File: src/hdl/pll_xlate_pkg.sv
// Package: constants, register map and lookup tables for the crystal to PLL translation block
//
// Overview of operation
// - The PLL settings are derived from the selected crystal frequency, one set of settings per crystal choice.
// - The translation register is loaded during the reset sequence, before software can read it.
// - A change of the crystal_select field in run_clock_config recomputes and updates the translation register.
// - The PLL frequency is the oscillator frequency times (loop_multiply_input + 2) over (input_divide_value + 2).
// - Bits 4:0 hold input_divide_value, the same value that drives the PLL input-divide input.
// - Bits 31:16 of the translation register are reserved, read-only and read as zero.
package pll_xlate_pkg;

  // ----------------------------------------------------------------
  // Register map
  // ----------------------------------------------------------------
  localparam int unsigned AXI_ADDR_W = 12;
  localparam logic [11:0] RUN_CLOCK_CONFIG_OFFSET = 12'h070;
  localparam logic [11:0] PLL_TRANSLATION_CONFIG_OFFSET = 12'h064;
  localparam logic [1:0] RESP_OKAY = 2'h0;
  localparam logic [1:0] RESP_SLVERR = 2'h2;

  // ----------------------------------------------------------------
  // Fields
  // ----------------------------------------------------------------
  localparam int unsigned CRYSTAL_LSB = 0;
  localparam int unsigned CRYSTAL_W = 4;
  localparam logic [3:0] CRYSTAL_SELECT_RESET = 4'hB;
  localparam logic [3:0] CRYSTAL_FIRST_SUPPORTED = 4'h4;
  localparam int unsigned DIVIDE_LSB = 0;
  localparam int unsigned DIVIDE_W = 5;
  localparam int unsigned MULTIPLY_LSB = 5;
  localparam int unsigned MULTIPLY_W = 9;
  localparam int unsigned POST_SCALE_LSB = 14;
  localparam int unsigned POST_SCALE_W = 2;
  localparam int unsigned RESERVED_LSB = 16;
  localparam logic [1:0] POST_SCALE_DIV1 = 2'h0;
  localparam logic [1:0] POST_SCALE_DIV2 = 2'h1;
  localparam logic [1:0] POST_SCALE_DIV4 = 2'h2;
  localparam logic [1:0] POST_SCALE_RESERVED = 2'h3;
  localparam int unsigned FORMULA_OFFSET = 2;

  // ----------------------------------------------------------------
  // Translation tables, indexed by crystal_select
  // ----------------------------------------------------------------
  localparam int unsigned PLL_TARGET_KHZ = 400000;
  localparam int unsigned PLL_TOLERANCE_KHZ = 2000;
  localparam int unsigned CRYSTAL_KHZ [16] = '{1000, 1843, 2000, 2458, 3580, 3686, 4000, 4096,
                                               4915, 5000, 5120, 6000, 6144, 7373, 8000, 8192};
  localparam logic [8:0] MULTIPLY_TABLE [16] = '{9'h000, 9'h000, 9'h000, 9'h000, 9'h0DE, 9'h0D7, 9'h0C6, 9'h0C1,
                                                 9'h0A1, 9'h09E, 9'h09A, 9'h083, 9'h080, 9'h06B, 9'h062, 9'h060};
  localparam logic [4:0] DIVIDE_TABLE [16] = '{5'h00, 5'h00, 5'h00, 5'h00, 5'h00, 5'h00, 5'h00, 5'h00,
                                               5'h00, 5'h00, 5'h00, 5'h00, 5'h00, 5'h00, 5'h00, 5'h00};

  // ----------------------------------------------------------------
  // Bus slave states
  // ----------------------------------------------------------------
  typedef enum logic [1:0] {ST_LOAD, ST_IDLE, ST_WRESP, ST_RRESP} bus_state_t;

endpackage
File: src/hdl/crystal_to_pll_translation.sv
// Module: crystal to PLL translation with AXI4-Lite register access
`timescale 1ns/100ps
`default_nettype none

module crystal_to_pll_translation
  import pll_xlate_pkg::*;
(
  // Clock and reset
  input wire logic clk,
  input wire logic rst,
  // AXI4-Lite write address
  input wire logic [AXI_ADDR_W-1:0] s_axi_awaddr,
  input wire logic s_axi_awvalid,
  output logic s_axi_awready,
  // AXI4-Lite write data
  input wire logic [31:0] s_axi_wdata,
  input wire logic [3:0] s_axi_wstrb,
  input wire logic s_axi_wvalid,
  output logic s_axi_wready,
  // AXI4-Lite write response
  output logic [1:0] s_axi_bresp,
  output logic s_axi_bvalid,
  input wire logic s_axi_bready,
  // AXI4-Lite read address
  input wire logic [AXI_ADDR_W-1:0] s_axi_araddr,
  input wire logic s_axi_arvalid,
  output logic s_axi_arready,
  // AXI4-Lite read data
  output logic [31:0] s_axi_rdata,
  output logic [1:0] s_axi_rresp,
  output logic s_axi_rvalid,
  input wire logic s_axi_rready,
  // PLL configuration inputs
  output logic [8:0] pll_loop_multiply,
  output logic [4:0] pll_input_divide,
  output logic [1:0] pll_post_scale,
  output logic pll_setting_valid
);

  // ----------------------------------------------------------------
  // State
  // ----------------------------------------------------------------
  typedef struct packed {
    bus_state_t state;
    logic aw_got;
    logic w_got;
    logic [AXI_ADDR_W-1:0] aw_addr;
    logic [31:0] w_data;
    logic [3:0] w_strb;
    logic [3:0] crystal_select;
    logic [8:0] loop_multiply;
    logic [4:0] input_divide;
    logic [1:0] post_scale;
    logic supported;
    logic loaded;
    logic [1:0] bresp;
    logic [31:0] rdata;
    logic [1:0] rresp;
    logic rd_xlate;
  } regs_t;

  regs_t r;
  regs_t next_r;

  logic [8:0] lk_multiply;
  logic [4:0] lk_divide;
  logic [1:0] lk_post_scale;
  logic lk_supported;
  logic [31:0] xlate_word;
  logic [31:0] config_word;
  logic aw_take;
  logic w_take;
  logic ar_take;
  logic wr_hit_config;
  logic wr_hit_xlate;
  logic rd_hit_config;
  logic rd_hit_xlate;

  // ----------------------------------------------------------------
  // Lookup
  // ----------------------------------------------------------------
  pll_setting_lookup u_lookup (
    .crystal_select(r.crystal_select),
    .loop_multiply(lk_multiply),
    .input_divide(lk_divide),
    .post_scale(lk_post_scale),
    .supported(lk_supported)
  );

  // ----------------------------------------------------------------
  // Register words and decode
  // ----------------------------------------------------------------
  always_comb
  begin
    xlate_word = '0;
    xlate_word[DIVIDE_LSB +: DIVIDE_W] = r.input_divide;
    xlate_word[MULTIPLY_LSB +: MULTIPLY_W] = r.loop_multiply;
    xlate_word[POST_SCALE_LSB +: POST_SCALE_W] = r.post_scale;
    config_word = '0;
    config_word[CRYSTAL_LSB +: CRYSTAL_W] = r.crystal_select;
  end

  assign wr_hit_config = (r.aw_addr[AXI_ADDR_W-1:2] == RUN_CLOCK_CONFIG_OFFSET[AXI_ADDR_W-1:2]);
  assign wr_hit_xlate = (r.aw_addr[AXI_ADDR_W-1:2] == PLL_TRANSLATION_CONFIG_OFFSET[AXI_ADDR_W-1:2]);
  assign rd_hit_config = (s_axi_araddr[AXI_ADDR_W-1:2] == RUN_CLOCK_CONFIG_OFFSET[AXI_ADDR_W-1:2]);
  assign rd_hit_xlate = (s_axi_araddr[AXI_ADDR_W-1:2] == PLL_TRANSLATION_CONFIG_OFFSET[AXI_ADDR_W-1:2]);

  // Nothing is accepted while the reset load is running, so no read sees a stale word
  assign s_axi_awready = (r.state == ST_IDLE) && !r.aw_got;
  assign s_axi_wready = (r.state == ST_IDLE) && !r.w_got;
  // Writes go first; a read waits until no write half is pending
  assign s_axi_arready = (r.state == ST_IDLE) && !r.aw_got && !r.w_got && !s_axi_awvalid && !s_axi_wvalid;
  assign aw_take = s_axi_awvalid && s_axi_awready;
  assign w_take = s_axi_wvalid && s_axi_wready;
  assign ar_take = s_axi_arvalid && s_axi_arready;

  // ----------------------------------------------------------------
  // Next state
  // ----------------------------------------------------------------
  always_comb
  begin
    next_r = r;
    // Settings follow the crystal field every cycle, so any change lands one cycle later
    next_r.loop_multiply = lk_multiply;
    next_r.input_divide = lk_divide;
    next_r.post_scale = lk_post_scale;
    next_r.supported = lk_supported;
    case (r.state)
      ST_LOAD:
      begin
        next_r.loaded = 1'b1;
        next_r.state = ST_IDLE;
      end
      ST_IDLE:
      begin
        if (aw_take)
        begin
          next_r.aw_got = 1'b1;
          next_r.aw_addr = s_axi_awaddr;
        end
        if (w_take)
        begin
          next_r.w_got = 1'b1;
          next_r.w_data = s_axi_wdata;
          next_r.w_strb = s_axi_wstrb;
        end
        if (r.aw_got && r.w_got)
        begin
          next_r.aw_got = 1'b0;
          next_r.w_got = 1'b0;
          next_r.state = ST_WRESP;
          if (wr_hit_config)
          begin
            next_r.bresp = RESP_OKAY;
            if (r.w_strb[0])
            begin
              next_r.crystal_select = r.w_data[CRYSTAL_LSB +: CRYSTAL_W];
            end
          end
          else
          begin
            // Translation word is read-only and holes are unmapped
            next_r.bresp = RESP_SLVERR;
          end
        end
        else if (ar_take)
        begin
          next_r.state = ST_RRESP;
          next_r.rd_xlate = rd_hit_xlate;
          if (rd_hit_xlate)
          begin
            next_r.rdata = xlate_word;
            next_r.rresp = RESP_OKAY;
          end
          else if (rd_hit_config)
          begin
            next_r.rdata = config_word;
            next_r.rresp = RESP_OKAY;
          end
          else
          begin
            next_r.rdata = '0;
            next_r.rresp = RESP_SLVERR;
          end
        end
      end
      ST_WRESP:
      begin
        if (s_axi_bready)
        begin
          next_r.state = ST_IDLE;
        end
      end
      ST_RRESP:
      begin
        if (s_axi_rready)
        begin
          next_r.state = ST_IDLE;
        end
      end
      default:
      begin
        next_r.state = ST_LOAD;
      end
    endcase
  end

  // ----------------------------------------------------------------
  // Registers
  // ----------------------------------------------------------------
  always_ff @(posedge clk)
  begin
    if (rst)
    begin
      r <= '0;
      r.state <= ST_LOAD;
      r.crystal_select <= CRYSTAL_SELECT_RESET;
    end
    else
    begin
      r <= next_r;
    end
  end

  // ----------------------------------------------------------------
  // Outputs
  // ----------------------------------------------------------------
  assign s_axi_bvalid = (r.state == ST_WRESP);
  assign s_axi_bresp = r.bresp;
  assign s_axi_rvalid = (r.state == ST_RRESP);
  assign s_axi_rdata = r.rdata;
  assign s_axi_rresp = r.rresp;
  // The PLL sees exactly the register fields, so software reads what the PLL gets
  assign pll_loop_multiply = r.loop_multiply;
  assign pll_input_divide = r.input_divide;
  assign pll_post_scale = r.post_scale;
  assign pll_setting_valid = r.loaded && r.supported;

  // ----------------------------------------------------------------
  // Assertions
  // ----------------------------------------------------------------
  property p_setting_matches_crystal;
    @(posedge clk) disable iff (rst)
    r.loaded |-> (pll_loop_multiply == MULTIPLY_TABLE[$past(r.crystal_select)])
      && (pll_input_divide == DIVIDE_TABLE[$past(r.crystal_select)]);
  endproperty
  a_setting_matches_crystal: assert property (p_setting_matches_crystal)
    else $error("PLL settings do not match the selected crystal");

  property p_loaded_before_access;
    @(posedge clk) disable iff (rst)
    $fell(rst) |-> !s_axi_arready ##1 r.loaded;
  endproperty
  a_loaded_before_access: assert property (p_loaded_before_access)
    else $error("Translation register not loaded before bus access");

  property p_update_on_crystal_change;
    @(posedge clk) disable iff (rst)
    (r.crystal_select != $past(r.crystal_select)) |=>
      (r.loop_multiply == MULTIPLY_TABLE[$past(r.crystal_select)])
      && (r.input_divide == DIVIDE_TABLE[$past(r.crystal_select)]);
  endproperty
  a_update_on_crystal_change: assert property (p_update_on_crystal_change)
    else $error("Translation not updated after crystal change");

  // Settings lag the crystal field by one cycle, so the crystal is taken from the cycle before
  property p_frequency_in_range;
    @(posedge clk) disable iff (rst)
    pll_setting_valid |->
      ((CRYSTAL_KHZ[$past(r.crystal_select)] * (32'(pll_loop_multiply) + FORMULA_OFFSET)
        / (32'(pll_input_divide) + FORMULA_OFFSET)) + PLL_TOLERANCE_KHZ > PLL_TARGET_KHZ)
      && ((CRYSTAL_KHZ[$past(r.crystal_select)] * (32'(pll_loop_multiply) + FORMULA_OFFSET)
        / (32'(pll_input_divide) + FORMULA_OFFSET)) < PLL_TARGET_KHZ + PLL_TOLERANCE_KHZ);
  endproperty
  a_frequency_in_range: assert property (p_frequency_in_range)
    else $error("PLL frequency from the settings is off target");

  property p_divide_readback;
    @(posedge clk) disable iff (rst)
    (s_axi_rvalid && r.rd_xlate) |-> (s_axi_rdata[4:0] == pll_input_divide);
  endproperty
  a_divide_readback: assert property (p_divide_readback)
    else $error("Read divide value differs from the PLL input");

  property p_reserved_zero;
    @(posedge clk) disable iff (rst)
    (s_axi_rvalid && r.rd_xlate) |-> (s_axi_rdata[31:16] == 16'h0000);
  endproperty
  a_reserved_zero: assert property (p_reserved_zero)
    else $error("Reserved translation bits read nonzero");

  property p_fields_readback;
    @(posedge clk) disable iff (rst)
    (s_axi_rvalid && r.rd_xlate) |-> (s_axi_rdata[13:5] == pll_loop_multiply)
      && (s_axi_rdata[15:14] == pll_post_scale) && (pll_post_scale != POST_SCALE_RESERVED);
  endproperty
  a_fields_readback: assert property (p_fields_readback)
    else $error("Multiply or post-scale field misplaced");

  property p_xlate_write_refused;
    @(posedge clk) disable iff (rst)
    ((r.state == ST_IDLE) && r.aw_got && r.w_got && wr_hit_xlate) |=>
      s_axi_bvalid && (s_axi_bresp == RESP_SLVERR) && $stable(r.crystal_select);
  endproperty
  a_xlate_write_refused: assert property (p_xlate_write_refused)
    else $error("Write to read-only translation register not refused");

endmodule // crystal_to_pll_translation

`default_nettype wire

File: src/hdl/pll_setting_lookup.sv
// Module: combinational crystal to PLL setting lookup
`timescale 1ns/100ps
`default_nettype none

module pll_setting_lookup
  import pll_xlate_pkg::*;
(
  // Crystal choice
  input wire logic [3:0] crystal_select,
  // PLL settings
  output logic [8:0] loop_multiply,
  output logic [4:0] input_divide,
  output logic [1:0] post_scale,
  output logic supported
);

  // ----------------------------------------------------------------
  // Table lookup
  // ----------------------------------------------------------------
  // Low crystals cannot reach the PLL range, so they get all-zero settings
  always_comb
  begin
    loop_multiply = MULTIPLY_TABLE[crystal_select];
    input_divide = DIVIDE_TABLE[crystal_select];
    post_scale = POST_SCALE_DIV1;
    supported = (crystal_select >= CRYSTAL_FIRST_SUPPORTED);
  end

endmodule // pll_setting_lookup

`default_nettype wire

File: config.mk
export PLATFORM = sky130hd
export DESIGN_NAME = crystal_to_pll_translation
export DESIGN_NICKNAME = d
export VERILOG_FILES = /design/src/hdl/pll_xlate_pkg.sv /design/src/hdl/crystal_to_pll_translation.sv /design/src/hdl/pll_setting_lookup.sv
export SDC_FILE = /design/constraint.sdc
export NUM_CORES = 1
export LEC_CHECK = 0
export ABC_AREA = 0
export BUFFER_PORTS_ARGS = -buffer_cell sky130_fd_sc_hd__buf_2
export CORE_AREA = 3 3 74 76
export DETAILED_ROUTE_END_ITERATION = 10
export DIE_AREA = 0 0 77 79
export MAX_ROUTING_LAYER = met4
export PLACE_DENSITY = 0.83
export SYNTH_ARGS = -nofsm -noshare
export SYNTH_HDL_FRONTEND = slang
export SYNTH_SLANG_ARGS = --single-unit
File: constraint.sdc
create_clock -name clk -period 4.08 [get_ports clk]
set_clock_uncertainty 0.05 [all_clocks]
set_input_delay 0.816 -clock clk [delete_from_list [all_inputs] [get_ports clk]]
set_output_delay 0.816 -clock clk [all_outputs]
set_load 0.02 [all_outputs]
# Word level (Yosys, flattened, before mapping)
# Memories as Yosys holds them, arrays and structs flattened. A register that Yosys moved wholly into a read port is not among the register bits.
# Cells that the tools add are included.
[op_classes]
order_cmp = 1
n_eq_ne = 9
muxes = 11
bitwise = 2
n_reduce_logical = 25
[ops]
columns = ["cell", "n"]
rows = [
  ["34-bit 2-to-1 mux", 1],
  ["10-bit by 5-bit equality test with 1-bit output, second input constant", 3],
  ["2-bit 2-to-1 mux", 6],
  ["1-bit logical AND", 10],
  ["2-bit AND reduction", 5],
  ["2-bit case mux with 4 select lines", 1],
  ["6-bit 2-to-1 mux", 1],
  ["3-bit AND reduction", 2],
  ["4-bit NOT with 5-bit output", 1],
  ["2-bit equality test, second input constant", 2],
  ["4-bit by 3-bit >= comparator with 1-bit output, second input constant", 1],
  ["1-bit zero test", 4],
  ["2-bit by 1-bit != test with 1-bit output, second input constant", 2],
  ["4-bit AND reduction", 1],
  ["2-bit nonzero test", 2],
  ["3-bit by 2-bit != test with 1-bit output, second input constant", 1],
  ["2-bit by 1-bit equality test with 1-bit output, second input constant", 1],
  ["2-bit zero test", 1],
  ["1-bit 2-to-1 mux", 2],
  ["1-bit NOT", 1],
]
[totals]
reg_bits = 96
mem_bits_ro = 224
output_inout_bits = 58
wordCells = 63
memories = 2
[memory_table]
columns = ["name", "words", "word_bits", "read_ports", "rd_ports_with_merged_regs", "write_ports", "line_no", "rtl"]
rows = [
  ["(no name shown)", 16, 9, 1, 1, 0, "pll_setting_lookup.sv:23", "loop_multiply = MULTIPLY_TABLE[crystal_select];"],
  ["(no name shown)", 16, 5, 1, 1, 0, "pll_setting_lookup.sv:24", "input_divide = DIVIDE_TABLE[crystal_select];"],
]

# Depth between registers and ports, before layout
[logic_depth]
word_depth = 9
ltp_mapped = 5
ltp_nobuf = 5

# By module
# A second synthesis with hierarchy kept.
[unflattened]
hier_cells = 337
hier_area_um2 = 2944.1
[modules_own_cells]
columns = ["mod", "n_inst", "cells_per_inst", "area_per_inst_um2"]
rows = [
  ["crystal_to_pll_translation", 1, 296, 2672.6],
  ["pll_setting_lookup", 1, 41, 271.5],
]

# Least setup slack after synthesis
# OpenSTA, ideal clock, no wires.
[synth_path]
path_type = "register to output"
from = "register r[107] (netlist bit)"
to = "output port s_axi_arready"
arrival_time_ps = 1598
path_slack_ps = 1616
path_stages_with_launch = 3
path_buffers = 0
cell_sequence = "dfxtp_1 > nor3b_2 > nor4b_1"
[synth_between]
elab_chain_len = 4
[synth_rtl]
columns = ["item", "line_no", "rtl"]
rows = [
  ["from (decl)", "crystal_to_pll_translation.sv:62", "regs_t r;"],
  ["from (signal assigned)", "crystal_to_pll_translation.sv:221", "r <= next_r;"],
  ["1-bit zero test", "crystal_to_pll_translation.sv:112", "assign s_axi_arready = (r.state == ST_IDLE) && !r.aw_got && !r.w_got && !s_axi_awvalid && !s_axi_wvalid;"],
  ["1-bit logical AND (3 in series)", "crystal_to_pll_translation.sv:112", ""],
  ["to (decl)", "crystal_to_pll_translation.sv:27", "output logic s_axi_arready,"],
]
# Every way passes these cells.

# Worst setup path in the final report
[layout_path]
from = "register r[109] (netlist bit)"
to = "output port s_axi_arready"
[layout_between]
elab_chain_len = 5
[layout_rtl]
columns = ["item", "line_no"]
rows = [
  ["2-bit by 1-bit equality test with 1-bit output", "crystal_to_pll_translation.sv:112"],
  ["1-bit logical AND (4 in series)", "crystal_to_pll_translation.sv:112"],
]
# Every way passes these cells.

==> summary.md <==
| Metric | Value |
|---|---|
| Total number of vias | 1711 |
| PostCTS Resize Cnt | 0 |
| Setup_tns | 0 ps |
| Worst Tran Pin Value | 868 ps |
| Crit. End Element | output port |
| Placeable Area | 4790 um^2 |
| Antenna violations before repair | 0 |
| GPL Wtd Cong | roughly 0.76 |
| Max-Cap Viols | 0 |
| Power share of the clock group | between 30% and 40% |
| Final WS setup | around 1600 ps |
| Dpl ws | between 1500 and 2000 ps |
| Top cells by area, synth | dfxtp_1 (40%), buf_4 (17%), a21oi_1 (4.7%) |
| GRT overflow | 0 |
| Post-synthesis register bit count | 47 |
| Prevailing post-synth register cell | dfxtp_1 |
| Later-pin clock latency in the skew report | approximately 300 ps |
| Synth area leader | dfxtp_1 |
| Ys async rst share | 0% |
| Average footprint of a synthesized cell | 8.82 um^2 |
| Share of the synthesized area in the top cell type | between 40 and 50% |
| Crit share post-route | approximately three fifths |
| Total Die Area | 6080 um^2 |
| Initial Utilization | roughly half |
| Clock buffer count from CTS | 5 |
| Net Sw Power | around 0.23 mW |
| Worst Hold Slack | slightly above 400 ps |
| Clock root cell | clkbuf_8 |
| Placed insts | 354 |
| Synthesis Warnings | 0 |
| Synth cell types | 40 |
| DR vias/cell | approximately 4.7 |
| Final setup fails | 0 |
| Die height | approximately 79 um |
| Power share of the combinational group | 10.9% |
| Total global-route track usage | around 14% |
| Chip width | just under 80 um |
| Cell area after synthesis | 2340 um^2 |
| CTS tree | yes |
| Worst Path Class, Setup | flip-flop to output port |
| Antenna diodes | 0 |
| Sw Ratio | around 25% |
| Share of layout cells above drive strength 1 | between 20% and 30% |
| Pint | about 0.71 mW |
| Post-synth EDFFs | 0 |
| RSZ-0062 raised after global routing | no |
| Cell area power density | around 370 nW/um^2 |
| Crit path launch type | flip-flop |
| CTS Sinks | 47 |
| Fin. Hold Viols | 0 |
| CTS Hold Buffers Added | 0 |
| CP Max Fanout | 12 |
| Total power | approximately 0.94 mW |
| Port bufs | 59 |
| Slew Viols, Final | 0 |
| Fmax | between 0.3 and 0.4 GHz |
| Syn Inst Count | 265 |
| WL per Instance | 11.7 um |
| First-pass GRT wire length | 6.95 mm |
| Htree depth | 2 |
| Vias in the first global route | around 1600 |
| Outcome | finished, final reports clean |
| Routed wire length | roughly 4.2 mm |
| Floorplan row count | 25 |
| Clock Tree Buf Depth | 2 |
| DRC Markers | 0 |
| Static Leakage | 1.11 nW |
| 1st-pass router iterations | 4 |
| DPL Wire Length | about 3.1 mm |
| Data arrival, critical path | 1640 ps |
| Synth top cells by count | buf_4 (52), dfxtp_1 (47), nand2_1 (26) |
| Sequential share of the synthesized area | 40.3% |
| Iteration-0 DRC Markers | 92 |
| Setup bufs post-CTS | 0 |
| I/O pin cnt | 125 |
| Largest net degree at the start of global routing | 38 |
| Hold WC Path Type | flip-flop to flip-flop |
| Antenna Nets Post-Route | 0 |
| Max-slew headroom | a little over two fifths |
| Count leader, synth | buf_4 |
| Crit path required time | 3210 ps |
| Peak supply drop | ~300 uV |
| CTS clk-pin slew, worst paths | roughly 90 ps |
| Sequential share of power | approximately 50% |
| Area Overhead vs Synth | 7.23% |
| Nets | roughly 360 |
| Post-route insts no fill | 362 |
| Final critical-path required period | 2510 ps |
## layout make-up
class	count	area, um^2
fill	479	2280
tap	67	83.8
sequential	47	941
inverter	5	18.8
timing repair buffer	61	310
clock buffer	6	82.6
multi-input combinational	174	1030
clock inverter	2	38.8
## through the flow
stage / utilization, % / area, um^2
global placement: 49.8 / 2380
CTS: 52.3 / 2500
detailed placement: 49.8 / 2380
finish: 52.3 / 2500
global route: 52.3 / 2500
floorplan: - / 2440
## flip-flops by register name, summed over array words and instances, names as in the netlist
name               count
s_axi_rresp            1
r                     21
s_axi_bresp            1
pll_loop_multiply      8
config_word            4
s_axi_rdata           12
## layout by cell type (no fill, tap or decap), types with 3 or more instances in the layout
master	n
inv_1	5
and2_1	3
o2bb2ai_1	11
a21oi_1	22
buf_2	59
conb_1	30
nor3_1	3
nand2_1	26
nor3b_1	3
nor2b_1	4
ha_1	3
nor2_1	21
dfxtp_1	47
mux2i_1	9
clkbuf_8	6
nor4bb_1	3
nand3_1	13
## layer usage
layer | wire length, um | GRT usage, % | share of wire [%]
met5 | 0 | - | 0
met4 | 44 | 4.27 | 1.0
met3 | 244 | 3.29 | 5.7
met2 | 2100 | 24.6 | 49
met1 | 1860 | 16.5 | 44
## critical path: stages (launching register included)
cell	delay [ps]
dfxtp_1	500
nor3b_2	380
nor4b_1	250
buf_2	210
## final timing paths
check / start / endpoint / slack, ps / depth (start not counted)
min: r[65]$_SDFFE_PP0P_ / config_word[2]$_SDFFE_PP0P_ / 400 / 2
max reg2reg: r[108]$_SDFFE_PP0P_ / s_axi_rresp[1]$_SDFFE_PP0P_ / 2110 / 3
max: r[109]$_SDFFE_PP0P_ / s_axi_arready / 1570 / 3
min reg2reg: r[65]$_SDFFE_PP0P_ / config_word[2]$_SDFFE_PP0P_ / 400 / 2
## cells by family (layout without fill, tap and decap cells)
kind of cell	after synthesis	count (layout)	share of synthesized area, %
AOI/OAI and AO/OA	39	39	11.0
other	1	30	0.161
xor gates and xnor gates	1	1	0.375
adders and majority gates	3	3	1.61
DFF	47	47	40.3
and+or+nand+nor	90	90	21.5
buffers and inverters	73	74	20.3
muxes	11	11	4.82
## power by group through the flow
| stage | logic [mW] | clock network [mW] | registers [mW] |
|---|---|---|---|
| after floorplan | 0.102 | 0 | 0.488 |
| after global placement | 0.0999 | 0 | 0.492 |
| after detailed placement | 0.102 | 0 | 0.493 |
| after CTS | 0.102 | 0.360 | 0.482 |
| after global routing | 0.113 | 0.384 | 0.484 |
| final | 0.102 | 0.353 | 0.482 |
No activity file was read; power rests on OpenSTA's default activity.
